===== src/design/hcib_pkg.sv =====
// Package with register layout and constants for host/core interrupt bits
package hcib_pkg;
    localparam int unsigned HCIB_AW = 4;
    localparam int unsigned HCIB_DW = 8;
    // Register offsets
    localparam logic [3:0] HCIB_OFS_HOST_CTRL = 4'h0;
    localparam logic [3:0] HCIB_OFS_CORE_REG = 4'h1;
    localparam logic [3:0] HCIB_OFS_IRQ_STATUS = 4'h2;
    localparam logic [3:0] HCIB_OFS_IRQ_MASK = 4'h3;
    // Host interrupt control field positions
    localparam int unsigned HCIB_BIT_DA_STATUS = 0;
    localparam int unsigned HCIB_BIT_CORE_IRQ_EN = 1;
    localparam int unsigned HCIB_BIT_H2C_REQ = 2;
    localparam int unsigned HCIB_BIT_HOST_IRQ = 3;
    localparam int unsigned HCIB_BIT_WAIT_MODE = 4;
    // Core register field positions
    localparam int unsigned HCIB_BIT_CORE_FW_IRQ = 2;
    localparam int unsigned HCIB_BIT_CORE_H2C_CLR = 3;
    localparam int unsigned HCIB_BIT_CORE_GRANT = 7;
    // Event status bit positions
    localparam int unsigned HCIB_EV_HOST_IRQ = 0;
    localparam int unsigned HCIB_EV_H2C = 1;
    localparam int unsigned HCIB_EV_GRANT = 2;
    localparam int unsigned HCIB_EV_W = 3;
    localparam logic [7:0] HCIB_RST_BYTE = 8'h00;
endpackage


===== src/design/hcib_sync.sv =====
// Three-stage input synchroniser with agreement filter
`timescale 1ns/1ps
`default_nettype none
module hcib_sync (
    // Clock and reset
    input wire logic clk,
    input wire logic nrst,
    // Asynchronous input and filtered level
    input wire logic async_in,
    output logic level_out
);
    logic s1_q;
    logic s2_q;
    logic s3_q;
    logic lvl_q;
    wire agree = (s2_q == s3_q);

    always_ff @(posedge clk or negedge nrst) begin
        if (!nrst) begin
            s1_q <= 1'b0;
            s2_q <= 1'b0;
            s3_q <= 1'b0;
            lvl_q <= 1'b0;
        end else begin
            s1_q <= async_in;
            s2_q <= s1_q;
            s3_q <= s2_q;
            // Change counts only once stages two and three agree
            if (agree) begin
                lvl_q <= s3_q;
            end
        end
    end

    assign level_out = lvl_q;
endmodule
`default_nettype wire


===== src/design/hcib_sticky.sv =====
// Sticky event flags with write-one-to-clear, set winning over clear
`timescale 1ns/1ps
`default_nettype none
module hcib_sticky #(
    parameter int unsigned W = 3
) (
    // Clock and reset
    input wire logic clk,
    input wire logic nrst,
    // Set pulses and clear mask
    input wire logic [W-1:0] set_in,
    input wire logic [W-1:0] clr_in,
    output logic [W-1:0] flags
);
    logic [W-1:0] flags_q;
    // Set wins so an event in the clearing cycle is kept
    wire [W-1:0] flags_d = set_in | (flags_q & ~clr_in);

    always_ff @(posedge clk or negedge nrst) begin
        if (!nrst) begin
            flags_q <= '0;
        end else begin
            flags_q <= flags_d;
        end
    end

    assign flags = flags_q;
endmodule
`default_nettype wire


===== src/design/hcib_top.sv =====
// Host/core interrupt and handshake bits with register port
//
// Contract
// - Wait-mode 0 routes firmware flag to host irq; 1 routes transceiver irq.
// - Selected source raising an interrupt sets host irq flag bit 3.
// - Host irq flag stays set until host writes one to it.
// - Host setting request bit 2 asserts interrupt to the core.
// - Request bit stays set until core writes one to its bit 3.
// - Host writing zero to request bit does not change it.
// - Core irq enable bit 1 gates core interrupts to flag and pin.
// - Direct-access status bit 0 is read-only; host writes ignored.
// - Direct-access status always equals core grant bit 7.
// - While grant set, host side gets direct memory access.
// - Firmware should halt after granting direct access to avoid collisions.
// - Wait-mode bit 4 holds core ready low and enters direct access.
`timescale 1ns/1ps
`default_nettype none
module hcib_top (
    // Clock and reset
    input wire logic clk,
    input wire logic nrst,
    // Host register port
    input wire logic [3:0] reg_addr,
    input wire logic [7:0] reg_wdata,
    input wire logic reg_wr,
    input wire logic reg_rd,
    output logic [7:0] reg_rdata,
    // Core register port
    input wire logic [7:0] core_wdata,
    input wire logic core_wr,
    output logic [7:0] core_rdata,
    // Transceiver interrupt from pin
    input wire logic transceiver_interface_irq,
    // Core side outputs
    output logic core_irq,
    output logic core_ready,
    // Host side outputs
    output logic host_irq_pin,
    output logic direct_access_mode,
    output logic event_irq
);
    localparam int unsigned EW = hcib_pkg::HCIB_EV_W;

    // Host-side control bits
    logic wait_mode_q;
    logic core_irq_enable_q;
    logic h2c_req_q;
    logic host_irq_flag_q;
    // Core-side bits
    logic fw_irq_q;
    logic grant_q;
    // Source edge detect
    logic src_prev_q;
    // Event mask
    logic [EW-1:0] ev_mask_q;
    // Output registers
    logic [7:0] rdata_q;
    logic [7:0] core_rdata_q;
    logic core_irq_q;
    logic core_ready_q;
    logic host_pin_q;
    logic dam_q;
    logic event_irq_q;

    // Synchronised transceiver interrupt
    logic tai_lvl;
    hcib_sync u_sync (
        .clk(clk),
        .nrst(nrst),
        .async_in(transceiver_interface_irq),
        .level_out(tai_lvl)
    );

    // Address decode
    wire sel_ctrl = (reg_addr == hcib_pkg::HCIB_OFS_HOST_CTRL);
    wire sel_core = (reg_addr == hcib_pkg::HCIB_OFS_CORE_REG);
    wire sel_stat = (reg_addr == hcib_pkg::HCIB_OFS_IRQ_STATUS);
    wire sel_mask = (reg_addr == hcib_pkg::HCIB_OFS_IRQ_MASK);
    wire wr_ctrl = reg_wr & sel_ctrl;
    wire wr_stat = reg_wr & sel_stat;
    wire wr_mask = reg_wr & sel_mask;

    // Interrupt source selection
    wire src_sel = wait_mode_q ? tai_lvl : fw_irq_q;
    // Core-originated interrupts only pass when enabled; transceiver not gated
    wire src_gated = wait_mode_q ? src_sel : (src_sel & core_irq_enable_q);
    wire src_rise = src_gated & ~src_prev_q;

    // Host irq flag: set wins over write-one clear
    wire host_clr = wr_ctrl & reg_wdata[hcib_pkg::HCIB_BIT_HOST_IRQ];
    wire host_flag_d = src_rise | (host_irq_flag_q & ~host_clr);

    // Request to core: host sets, core clears via write-one
    wire h2c_set = wr_ctrl & reg_wdata[hcib_pkg::HCIB_BIT_H2C_REQ];
    wire h2c_clr = core_wr & core_wdata[hcib_pkg::HCIB_BIT_CORE_H2C_CLR];
    wire h2c_d = h2c_set | (h2c_req_q & ~h2c_clr);

    // Grant rising edge counts as an event
    wire grant_d = core_wr ? core_wdata[hcib_pkg::HCIB_BIT_CORE_GRANT] : grant_q;
    wire fw_irq_d = core_wr ? core_wdata[hcib_pkg::HCIB_BIT_CORE_FW_IRQ] : fw_irq_q;

    // Host-visible control byte; bit 0 mirrors grant and ignores writes
    wire [7:0] ctrl_byte = {3'b000, wait_mode_q, host_irq_flag_q, h2c_req_q,
                            core_irq_enable_q, grant_q};
    wire [7:0] core_byte = {grant_q, 3'b000, h2c_req_q, fw_irq_q, 2'b00};

    // Event flags
    logic [EW-1:0] ev_flags;
    logic [EW-1:0] ev_set;
    assign ev_set[hcib_pkg::HCIB_EV_HOST_IRQ] = src_rise;
    assign ev_set[hcib_pkg::HCIB_EV_H2C] = h2c_set & ~h2c_req_q;
    assign ev_set[hcib_pkg::HCIB_EV_GRANT] = grant_d & ~grant_q;
    wire [EW-1:0] ev_clr = wr_stat ? reg_wdata[EW-1:0] : '0;

    hcib_sticky #(
        .W(EW)
    ) u_sticky (
        .clk(clk),
        .nrst(nrst),
        .set_in(ev_set),
        .clr_in(ev_clr),
        .flags(ev_flags)
    );

    // Read mux; unmapped addresses read zero
    wire [7:0] rd_mux = sel_ctrl ? ctrl_byte :
                        sel_core ? core_byte :
                        sel_stat ? {{(8 - EW){1'b0}}, ev_flags} :
                        sel_mask ? {{(8 - EW){1'b0}}, ev_mask_q} :
                        hcib_pkg::HCIB_RST_BYTE;

    // Control bits
    always_ff @(posedge clk or negedge nrst) begin
        if (!nrst) begin
            wait_mode_q <= 1'b0;
            core_irq_enable_q <= 1'b0;
            h2c_req_q <= 1'b0;
            host_irq_flag_q <= 1'b0;
            src_prev_q <= 1'b0;
        end else begin
            if (wr_ctrl) begin
                wait_mode_q <= reg_wdata[hcib_pkg::HCIB_BIT_WAIT_MODE];
                core_irq_enable_q <= reg_wdata[hcib_pkg::HCIB_BIT_CORE_IRQ_EN];
            end
            h2c_req_q <= h2c_d;
            host_irq_flag_q <= host_flag_d;
            src_prev_q <= src_gated;
        end
    end

    // Core-side register
    always_ff @(posedge clk or negedge nrst) begin
        if (!nrst) begin
            grant_q <= 1'b0;
            fw_irq_q <= 1'b0;
        end else begin
            grant_q <= grant_d;
            fw_irq_q <= fw_irq_d;
        end
    end

    // Event mask
    always_ff @(posedge clk or negedge nrst) begin
        if (!nrst) begin
            ev_mask_q <= '0;
        end else if (wr_mask) begin
            ev_mask_q <= reg_wdata[EW-1:0];
        end
    end

    // Registered outputs
    always_ff @(posedge clk or negedge nrst) begin
        if (!nrst) begin
            rdata_q <= hcib_pkg::HCIB_RST_BYTE;
            core_rdata_q <= hcib_pkg::HCIB_RST_BYTE;
            core_irq_q <= 1'b0;
            core_ready_q <= 1'b1;
            host_pin_q <= 1'b0;
            dam_q <= 1'b0;
            event_irq_q <= 1'b0;
        end else begin
            rdata_q <= reg_rd ? rd_mux : hcib_pkg::HCIB_RST_BYTE;
            core_rdata_q <= core_byte;
            // Request also wakes a halted core to drop the grant
            core_irq_q <= h2c_d;
            core_ready_q <= ~wait_mode_q;
            host_pin_q <= host_flag_d;
            // Grant or wait mode opens host path to local memory
            dam_q <= grant_d | wait_mode_q;
            event_irq_q <= |(ev_flags & ev_mask_q);
        end
    end

    assign reg_rdata = rdata_q;
    assign core_rdata = core_rdata_q;
    assign core_irq = core_irq_q;
    assign core_ready = core_ready_q;
    assign host_irq_pin = host_pin_q;
    assign direct_access_mode = dam_q;
    assign event_irq = event_irq_q;
endmodule
`default_nettype wire


===== config.mk =====
export PLATFORM = sky130hd
export DESIGN_NAME = hcib_top
export DESIGN_NICKNAME = d
export VERILOG_FILES = /design/src/design/hcib_pkg.sv /design/src/design/hcib_sync.sv /design/src/design/hcib_sticky.sv /design/src/design/hcib_top.sv
export SDC_FILE = /design/constraint.sdc
export NUM_CORES = 1
export LEC_CHECK = 0
export BUFFER_PORTS_ARGS = -buffer_cell sky130_fd_sc_hd__buf_2
export CAP_MARGIN = 40
export CELL_PAD_IN_SITES_DETAIL_PLACEMENT = 2
export CELL_PAD_IN_SITES_GLOBAL_PLACEMENT = 2
export CORE_MARGIN = 5
export CORE_UTILIZATION = 31
export DETAILED_ROUTE_END_ITERATION = 12
export PLACE_DENSITY_LB_ADDON = 0.08
export SKIP_CTS_REPAIR_TIMING = 1
export SLEW_MARGIN = 40
export SYNTH_ARGS = -nofsm -noshare
export SYNTH_HDL_FRONTEND = slang
export SYNTH_SLANG_ARGS = --single-unit

===== constraint.sdc =====
create_clock -name clk -period 2.4 [get_ports clk]
set_input_delay 0.36 -clock clk [delete_from_list [all_inputs] [get_ports clk]]
set_output_delay 0.36 -clock clk [all_outputs]
set_load 0.03 [all_outputs]

After elaboration in Yosys (flattened, before gate mapping)
Cells that the tools add are included.
Word-level totals
  bits in registers: 31
  input port bits: 26
  word-level logic and storage cells: 58
Cells by class
  eq/ne operators: 4
  mux-type cells: 9
  bitwise gates (word level): 25
  reductions and logical operators: 2
Operators by type and width (count)
  2-to-1 mux 8 bit: 3
  bitwise AND 1 bit: 12
  2-to-1 mux 3 bit: 3
  == test 4 x 2 -> 1 bit (second input constant): 2
  bitwise AND 3 bit: 2
  NOT 1 bit: 6
  == test 4 x 1 -> 1 bit (second input constant): 1
  logical NOT 4 bit: 1
  2-to-1 mux 1 bit: 3
  NOT 3 bit: 1
  bitwise OR 1 bit: 3
  bitwise OR 3 bit: 1
  OR reduction 3 bit: 1
  == test 1 bit: 1

Logic depth before layout (Yosys ltp)
Gate-level depths: netlist (run 1).
  word-level depth: 6
  depth in mapped cells: 4
  depth with buffers taken out: 3

Modules after synthesis
From an unflattened synthesis (run 1), not the netlist that was laid out.
Unflattened totals
  cell total of the unflattened synthesis: 94
  area, all modules: 1201.2 sq um
By module, submodules not included
  hcib_top: times used 1, cells each 80, area each 980.9 sq um, sequential area each 551.8 sq um
  hcib_sync: times used 1, cells each 5, area each 111.4 sq um, sequential area each 100.1 sq um
  hcib_sticky: times used 1, cells each 9, area each 108.9 sq um, sequential area each 75.1 sq um

Worst setup path before layout (run 1)
No wires, ideal clock.
  kind: input port to flip-flop
  from: input reg_addr[0]
  to: register core_irq_enable_q
  arrival: 1.341 ns
  setup slack: 0.931 ns
  stages: 3
  buffers on the path: 0
  cell sequence: or4b_4 nor2_4 mux2_1
On the way
  longest elaborated chain between the ends: 2
Ends and longest elaborated chain
  start, declared: RTL line hcib_top.sv:23  | input wire logic [3:0] reg_addr,
  logical NOT 4 bit: RTL line hcib_top.sv:75  | wire sel_ctrl = (reg_addr == hcib_pkg::HCIB_OFS_HOST_CTRL);
  bitwise AND 1 bit: RTL line hcib_top.sv:79  | wire wr_ctrl = reg_wr & sel_ctrl;
  end signal, assigned: RTL line hcib_top.sv:143  | core_irq_enable_q <= reg_wdata[hcib_pkg::HCIB_BIT_CORE_IRQ_EN];
  end, declared: RTL line hcib_top.sv:46  | logic core_irq_enable_q;
No other way between the ends.
A chain may end at the register's enable or synchronous reset.

Worst setup path after layout (run 1)
Ends and elaborated chain as after synthesis.

==> results.cfg, run 1 <==
[run_status]
run_status = finished, final reports clean

[cells_and_area]
area_delta_synth_final_pct = 25.43
final_util = 0.4008
diodes = 0
nNetsFinal = 152
drive_gt1_frac = 0.3701
final_area_sq_um = 1456

[yosys]
yosysTopAreaCell = dfrtp_1
synth.most_common_cell = dfrtp_1
synth-edff-count = 0
synthCells = 91
syn_area_per_cell_sq_um = 12.76
ys_seq_area_frac = 0.6261
synth_top_area_frac = 0.6034
synth_top_cells_by_count = dfrtp_1 (28), buf_4 (7), nand2_1 (7)
synth.distinct_cells = 30
ys.flop_type = dfrtp_1
async_flop_share = 1.000
ys_ff_latch = 29
ys_warn_count = 0
netlist_area_sq_um = 1161
synthTopCellsByArea = dfrtp_1 (60%), buf_4 (4.5%), mux2_2 (3.9%), mux2i_1 (2.6%), dfstp_2 (2.3%)

[placed_design]
place_area_sq_um = 1336
portBuffers = 31
dp_hpwl_mm = 2.062
gp_congestion = 0.6767

[floorplanning]
ios = 47
die_y_microns = 71.20
core-area_sq_um = 3633
start_util = 0.3196
die_w_microns = 71.20
fp-row-count = 22
dieArea_sq_um = 5069

[route]
viasPerCell = 4.531
wirelength_mm = 2.704
drt_iter0_drc = 13
ant_nets = 0
dr.pass1.iters = 4
num_vias = 793
wl_per_cell_microns = 15.45
drc_errors = 0

[timing]
hold_viol = 0
min_period_over_period = 0.6193
worst_clock_skew_ps = 7.771
fmax_mhz = 672.8
slew_headroom = 0.5792
rsz0062_at_grt = false
setup_tns_ps = 0
worst_slew_pin_slew_ps = 631.1
maxSlewViolCount = 0
fin_crit_ps = 1486
setup_viol = 0

[setup_path]
arrival_ps = 1640
crit_path_start_kind = input pin
cpPeakStageDelay_ps = 600
path_class = in -> reg
path_max_fanout = 11
slowest_stage = or4b_4
cp-end-kind = register
worstPathRequired_ps = 2550
path_cells = buf_2 > or4b_4 > nor2_4 > mux2_1

[min_path]
hp-class = in -> async

[global_routing]
grt_pass1_vias = 899
antenna_found_initial = 0
grt_util_all_layers = 0.1153
overflow = 0
grt_pass1_wl_mm = 4.450
grt_max_degree = 30

[clock_tree]
clockRootBuffer = clkbuf_8
numCtsBuffers = 5
clk_pin_slew_ps = 70
clock_sinks = 29
clk_latency_ps = 280
clk_path_buf_depth = 2
ctsHtreeMaxLevel = 2
cts_tree = done

[power_and_ir_drop]
p_comb_frac = 0.154
ir_worst_vdd_v = 0.0003806
pwr-share-clk = 0.397
power.density_nw_per_um2 = 902.1
switching_share = 0.2662
p_int_uw = 964.1
p_sw_uw = 349.8
power_uw = 1314
leakagePower_uw = 0.0006994
seq_power_share = 0.449

[job]
cap_violations = 0
==> state kept, by name, summed over array words and instances (netlist names) <==
| signal | cells |
|---|---|
| src_prev_q | 1 |
| u_sync.s3_q | 1 |
| u_sync.level_out | 1 |
| u_sync.s2_q | 1 |
| wait_mode_q | 1 |
| grant_q | 1 |
| event_irq | 1 |
| ev_mask_q | 3 |
| core_irq_enable_q | 1 |
| core_rdata | 3 |
| core_ready | 1 |
| reg_rdata | 6 |
| u_sync.s1_q | 1 |
| direct_access_mode | 1 |
| fw_irq_q | 1 |
| u_sticky.flags | 3 |
| host_irq_pin | 1 |
| core_irq | 1 |
==> through the flow <==
step                hold slack, ps  setup WS [ps]  instances
floorplan                    64.41          931.0         97
global placement             332.8          646.3        167
global route                 148.8          870.2        175
finish                       101.6          913.7        175
CTS                          121.3          906.3        175
detailed placement           356.3          609.0        167
==> logic make-up after synthesis <==
| family | count (synthesis) | synth area share |
|---|---|---|
| and+or+nand+nor | 26 | 0.1261 |
| other | 1 | 0.003230 |
| buffers and inverters | 13 | 0.06681 |
| muxes | 10 | 0.1034 |
| adders and majority gates | 1 | 0.008621 |
| DFF | 29 | 0.6261 |
| AOI/OAI and AO/OA | 11 | 0.06573 |
==> per-layer routing <==
metal,wire length [microns],GRT usage
met5,0,0
met4,42,0.05010
met3,172,0.04261
met2,1325,0.1867
met1,1163,0.1365
==> power by group through the flow <==
| stage | registers [uW] | logic (uW) | clock network [uW] |
|---|---|---|---|
| 2_1_floorplan | 634 | 101 | 0 |
| 3_3_place_gp | 599 | 202 | 0 |
| 3_5_place_dp | 601 | 206 | 0 |
| 4_1_cts | 593 | 208 | 534 |
| 5_1_grt | 597 | 223 | 561 |
| 6_report | 590 | 202 | 521 |
==> cells in the final DEF, fill, tap and decap left out, types with 2 or more instances in the layout <==
cell	instances
o21ai_0	4
nand2b_1	3
buf_2	31
mux2i_1	3
clkbuf_8	6
conb_1	7
nand3_1	4
nand2_1	7
dfrtp_1	28
mux2_2	4
nor2_1	3
mux2_1	2
nor3_1	2
o21a_1	2
inv_1	4
==> final timing paths <==
path	from	endpoint	slack, ps	cells after the start
hold / removal	nrst	u_sync.s2_q	100	1
setup reg to reg	core_irq	reg_rdata[2]	1120	2
hold reg to reg	u_sync.s1_q	u_sync.s2_q	370	0
max in group asynchronous	nrst	ev_mask_q[0]	1880	1
min in group clk	transceiver_interface_irq	u_sync.s1_q	190	1
setup / recovery	reg_addr[0]	core_irq_enable_q	910	4
==> worst max-delay path: cells and delay by family <==
kind | cells | cell delay, ps
buf+inv | 1 | 180
mux | 1 | 330
simple gates | 2 | 760
==> layout make-up <==
class                      instances  area, sq um
multi-input combinational         55        379.1
tap                               48        60.06
timing repair buffer              31        155.1
fill                             406         2177
clock inverter                     2        37.54
sequential                        29        726.9
clock buffer                       6        82.58
inverter                           4        15.01
No activity file was read; power rests on OpenSTA's default activity.
==> inputs of run 2 (changes only) <==
ABC_AREA = 1   (was unset)
CORE_UTILIZATION = 25   (was 31)
clock period = 1.2 ns   (was 2.4 ns; I/O delays follow)
==> results.cfg, run 2 <==
[setup_path]
cp-end-kind = output pin
path_max_fanout = 1
path_class = reg -> out
cp_num_buf_inv = 1
arrival_ps = 970
crit_path_start_kind = register
endpoint = core_ready
cpPeakStageDelay_ps = 520
r2r_slack_ps = 200
cp-startpoint = core_ready
slowest_stage = dfstp_2
ff2ff_path_depth = 3
crit_cells = 1
worstPathRequired_ps = 1020
r2r-end = direct_access_mode
regToRegStartpoint = grant_q
critPathTopFamily = flip-flops
path_cells = clkbuf_4

[clock_tree]
numCtsBuffers = 5
clk_pin_slew_ps = 70
cts_tree = done
clock_sinks = 29
clk_latency_ps = 280
ctsHtreeMaxLevel = 2
clk_path_buf_depth = 2
clockRootBuffer = clkbuf_8

[cells_and_area]
mostFrequentLayoutCells = nand2_1 (36), buf_2 (30), dfrtp_1 (28)
nNetsFinal = 200
final_area_sq_um = 1629
largest_reg_flops = 6
area_delta_synth_final_pct = 27.90
diodes = 0
drive_gt1_frac = 0.3029
layout_commonest_cell = nand2_1

[global_routing]
grt_util_all_layers = 0.1102
grt_pass1_wl_mm = 5.368
busiest_layer = met2
global_route.usage.met2 = 0.1743
use_met1 = 0.1342
grt_max_degree = 30
met3_usage = 0.04102
grt_pass1_vias = 1125
overflow = 0
antenna_found_initial = 0

[yosys]
synth_top_area_frac = 0.5501
synth-edff-count = 0
synth.most_common_cell = nand2_1
synthCells = 134
synthTopCellsByArea = dfrtp_1 (55%), nand2_1 (11%), nand3_1 (5.5%), buf_4 (4.1%), inv_1 (4.1%)
ys_seq_area_frac = 0.5707
syn_area_per_cell_sq_um = 9.505
ys.flop_type = dfrtp_1
ys_ff_latch = 29
synth.distinct_cells = 24
netlist_area_sq_um = 1274
synth_top_cells_by_count = nand2_1 (36), dfrtp_1 (28), inv_1 (14), nand3_1 (14), buf_4 (7)
ys_warn_count = 0
async_flop_share = 1.000
yosysTopAreaCell = dfrtp_1

[route]
drc_errors = 0
dr.pass1.iters = 4
ant_nets = 0
wirelength_mm = 3.183
wl_per_cell_microns = 12.99
viasPerCell = 4.090
num_vias = 1002
drt_iter0_drc = 32

[power_and_ir_drop]
leakagePower_uw = 0.0008685
power.density_nw_per_um2 = 1593
ir_worst_vdd_v = 0.0004094

[timing]
min_period_over_period = 0.9592
hold_viol = 0
worst_clock_skew_ps = 4.273
fmax_mhz = 868.8
setup_tns_ps = 0
maxSlewViolCount = 0
fin_crit_ps = 1151
setup_viol = 0
rsz0062_at_grt = false

[placed_design]
place_area_sq_um = 1499
portBuffers = 31
dp_hpwl_mm = 2.450
gp_congestion = 0.7249

[floorplanning]
fp-row-count = 26
start_util = 0.2526
core-area_sq_um = 5042
die_w_microns = 81.38
ios = 47
die_y_microns = 81.38
dieArea_sq_um = 6623

[job]
cap_violations = 0

[min_path]
hp-start = reg_wdata[4]
hp-class = in -> reg

[run_status]
run_status = finished, final reports clean
-- run 2: cell count changes after synthesis, moves of 4 or more --
cell / change
mux2_2: -4
nand2_1: +29
inv_1: +10
nand4_1: +4
nand3_1: +10
-- run 2: stage by stage --
| stage | utilization | hold slack (ps) | setup slack (ps) | instances | power [uW] |
|---|---|---|---|---|---|
| finish | 0.3231 | 117.4 | 49.01 | 245 | 2595 |
| global placement | 0.2973 | 213.5 | 151.4 | 235 | 1609 |
| detailed placement | 0.2973 | 217.1 | 117.5 | 235 | 1622 |
| CTS | 0.3186 | -92.81 | 23.12 | 243 | 2640 |
| floorplan | - | -115.6 | 242.5 | 140 | 1460 |
| global route | 0.3231 | 116.4 | 2.268 | 245 | 2763 |
-- run 2: report_power, final --
part / internal, uW / switching (uW) / leakage [uW]
clock: 615 / 382 / 0.0000552
combinational: 137 / 305 / 0.000463
sequential: 1100 / 57.9 / 0.000350
total: 1850 / 745 / 0.000869
-- run 2: how the worst min path moves through the flow --
stage,slack [ps],cells after the start,endpoint
after floorplan,-120,0,core_irq
after global routing,120,3,wait_mode_q
after CTS,-90,2,u_sync.level_out
after detailed placement,220,2,core_rdata[7]
final,120,3,wait_mode_q
after global placement,210,2,core_rdata[7]
-- run 2: final cells by class --
| cell class | count | area [sq um] |
|---|---|---|
| Fill cell | 591 | 3413 |
| Sequential cell | 29 | 726.9 |
| Multi-Input combinational cell | 85 | 430.4 |
| Timing Repair Buffer | 36 | 212.7 |
| Tap cell | 70 | 87.58 |
| Clock buffer | 6 | 72.57 |
| Inverter | 17 | 63.81 |
| Clock inverter | 2 | 35.03 |
-- run 2: routing by layer --
metal | routed length (microns) | vias up
met3 | 179 | 7
met5 | 0 | -
li1 | - | 486
met2 | 1523 | 26
met1 | 1420 | 483
met4 | 60 | 0
-- run 2: kinds of logic after synthesis --
group                      Yosys count  share of synthesized area
and+or+nand+nor                     68                     0.2701
DFF                                 29                     0.5707
buffers and inverters               26                     0.1090
AOI/OAI and AO/OA                    9                    0.03929
adders and majority gates            1                   0.007859
other                                1                   0.002944
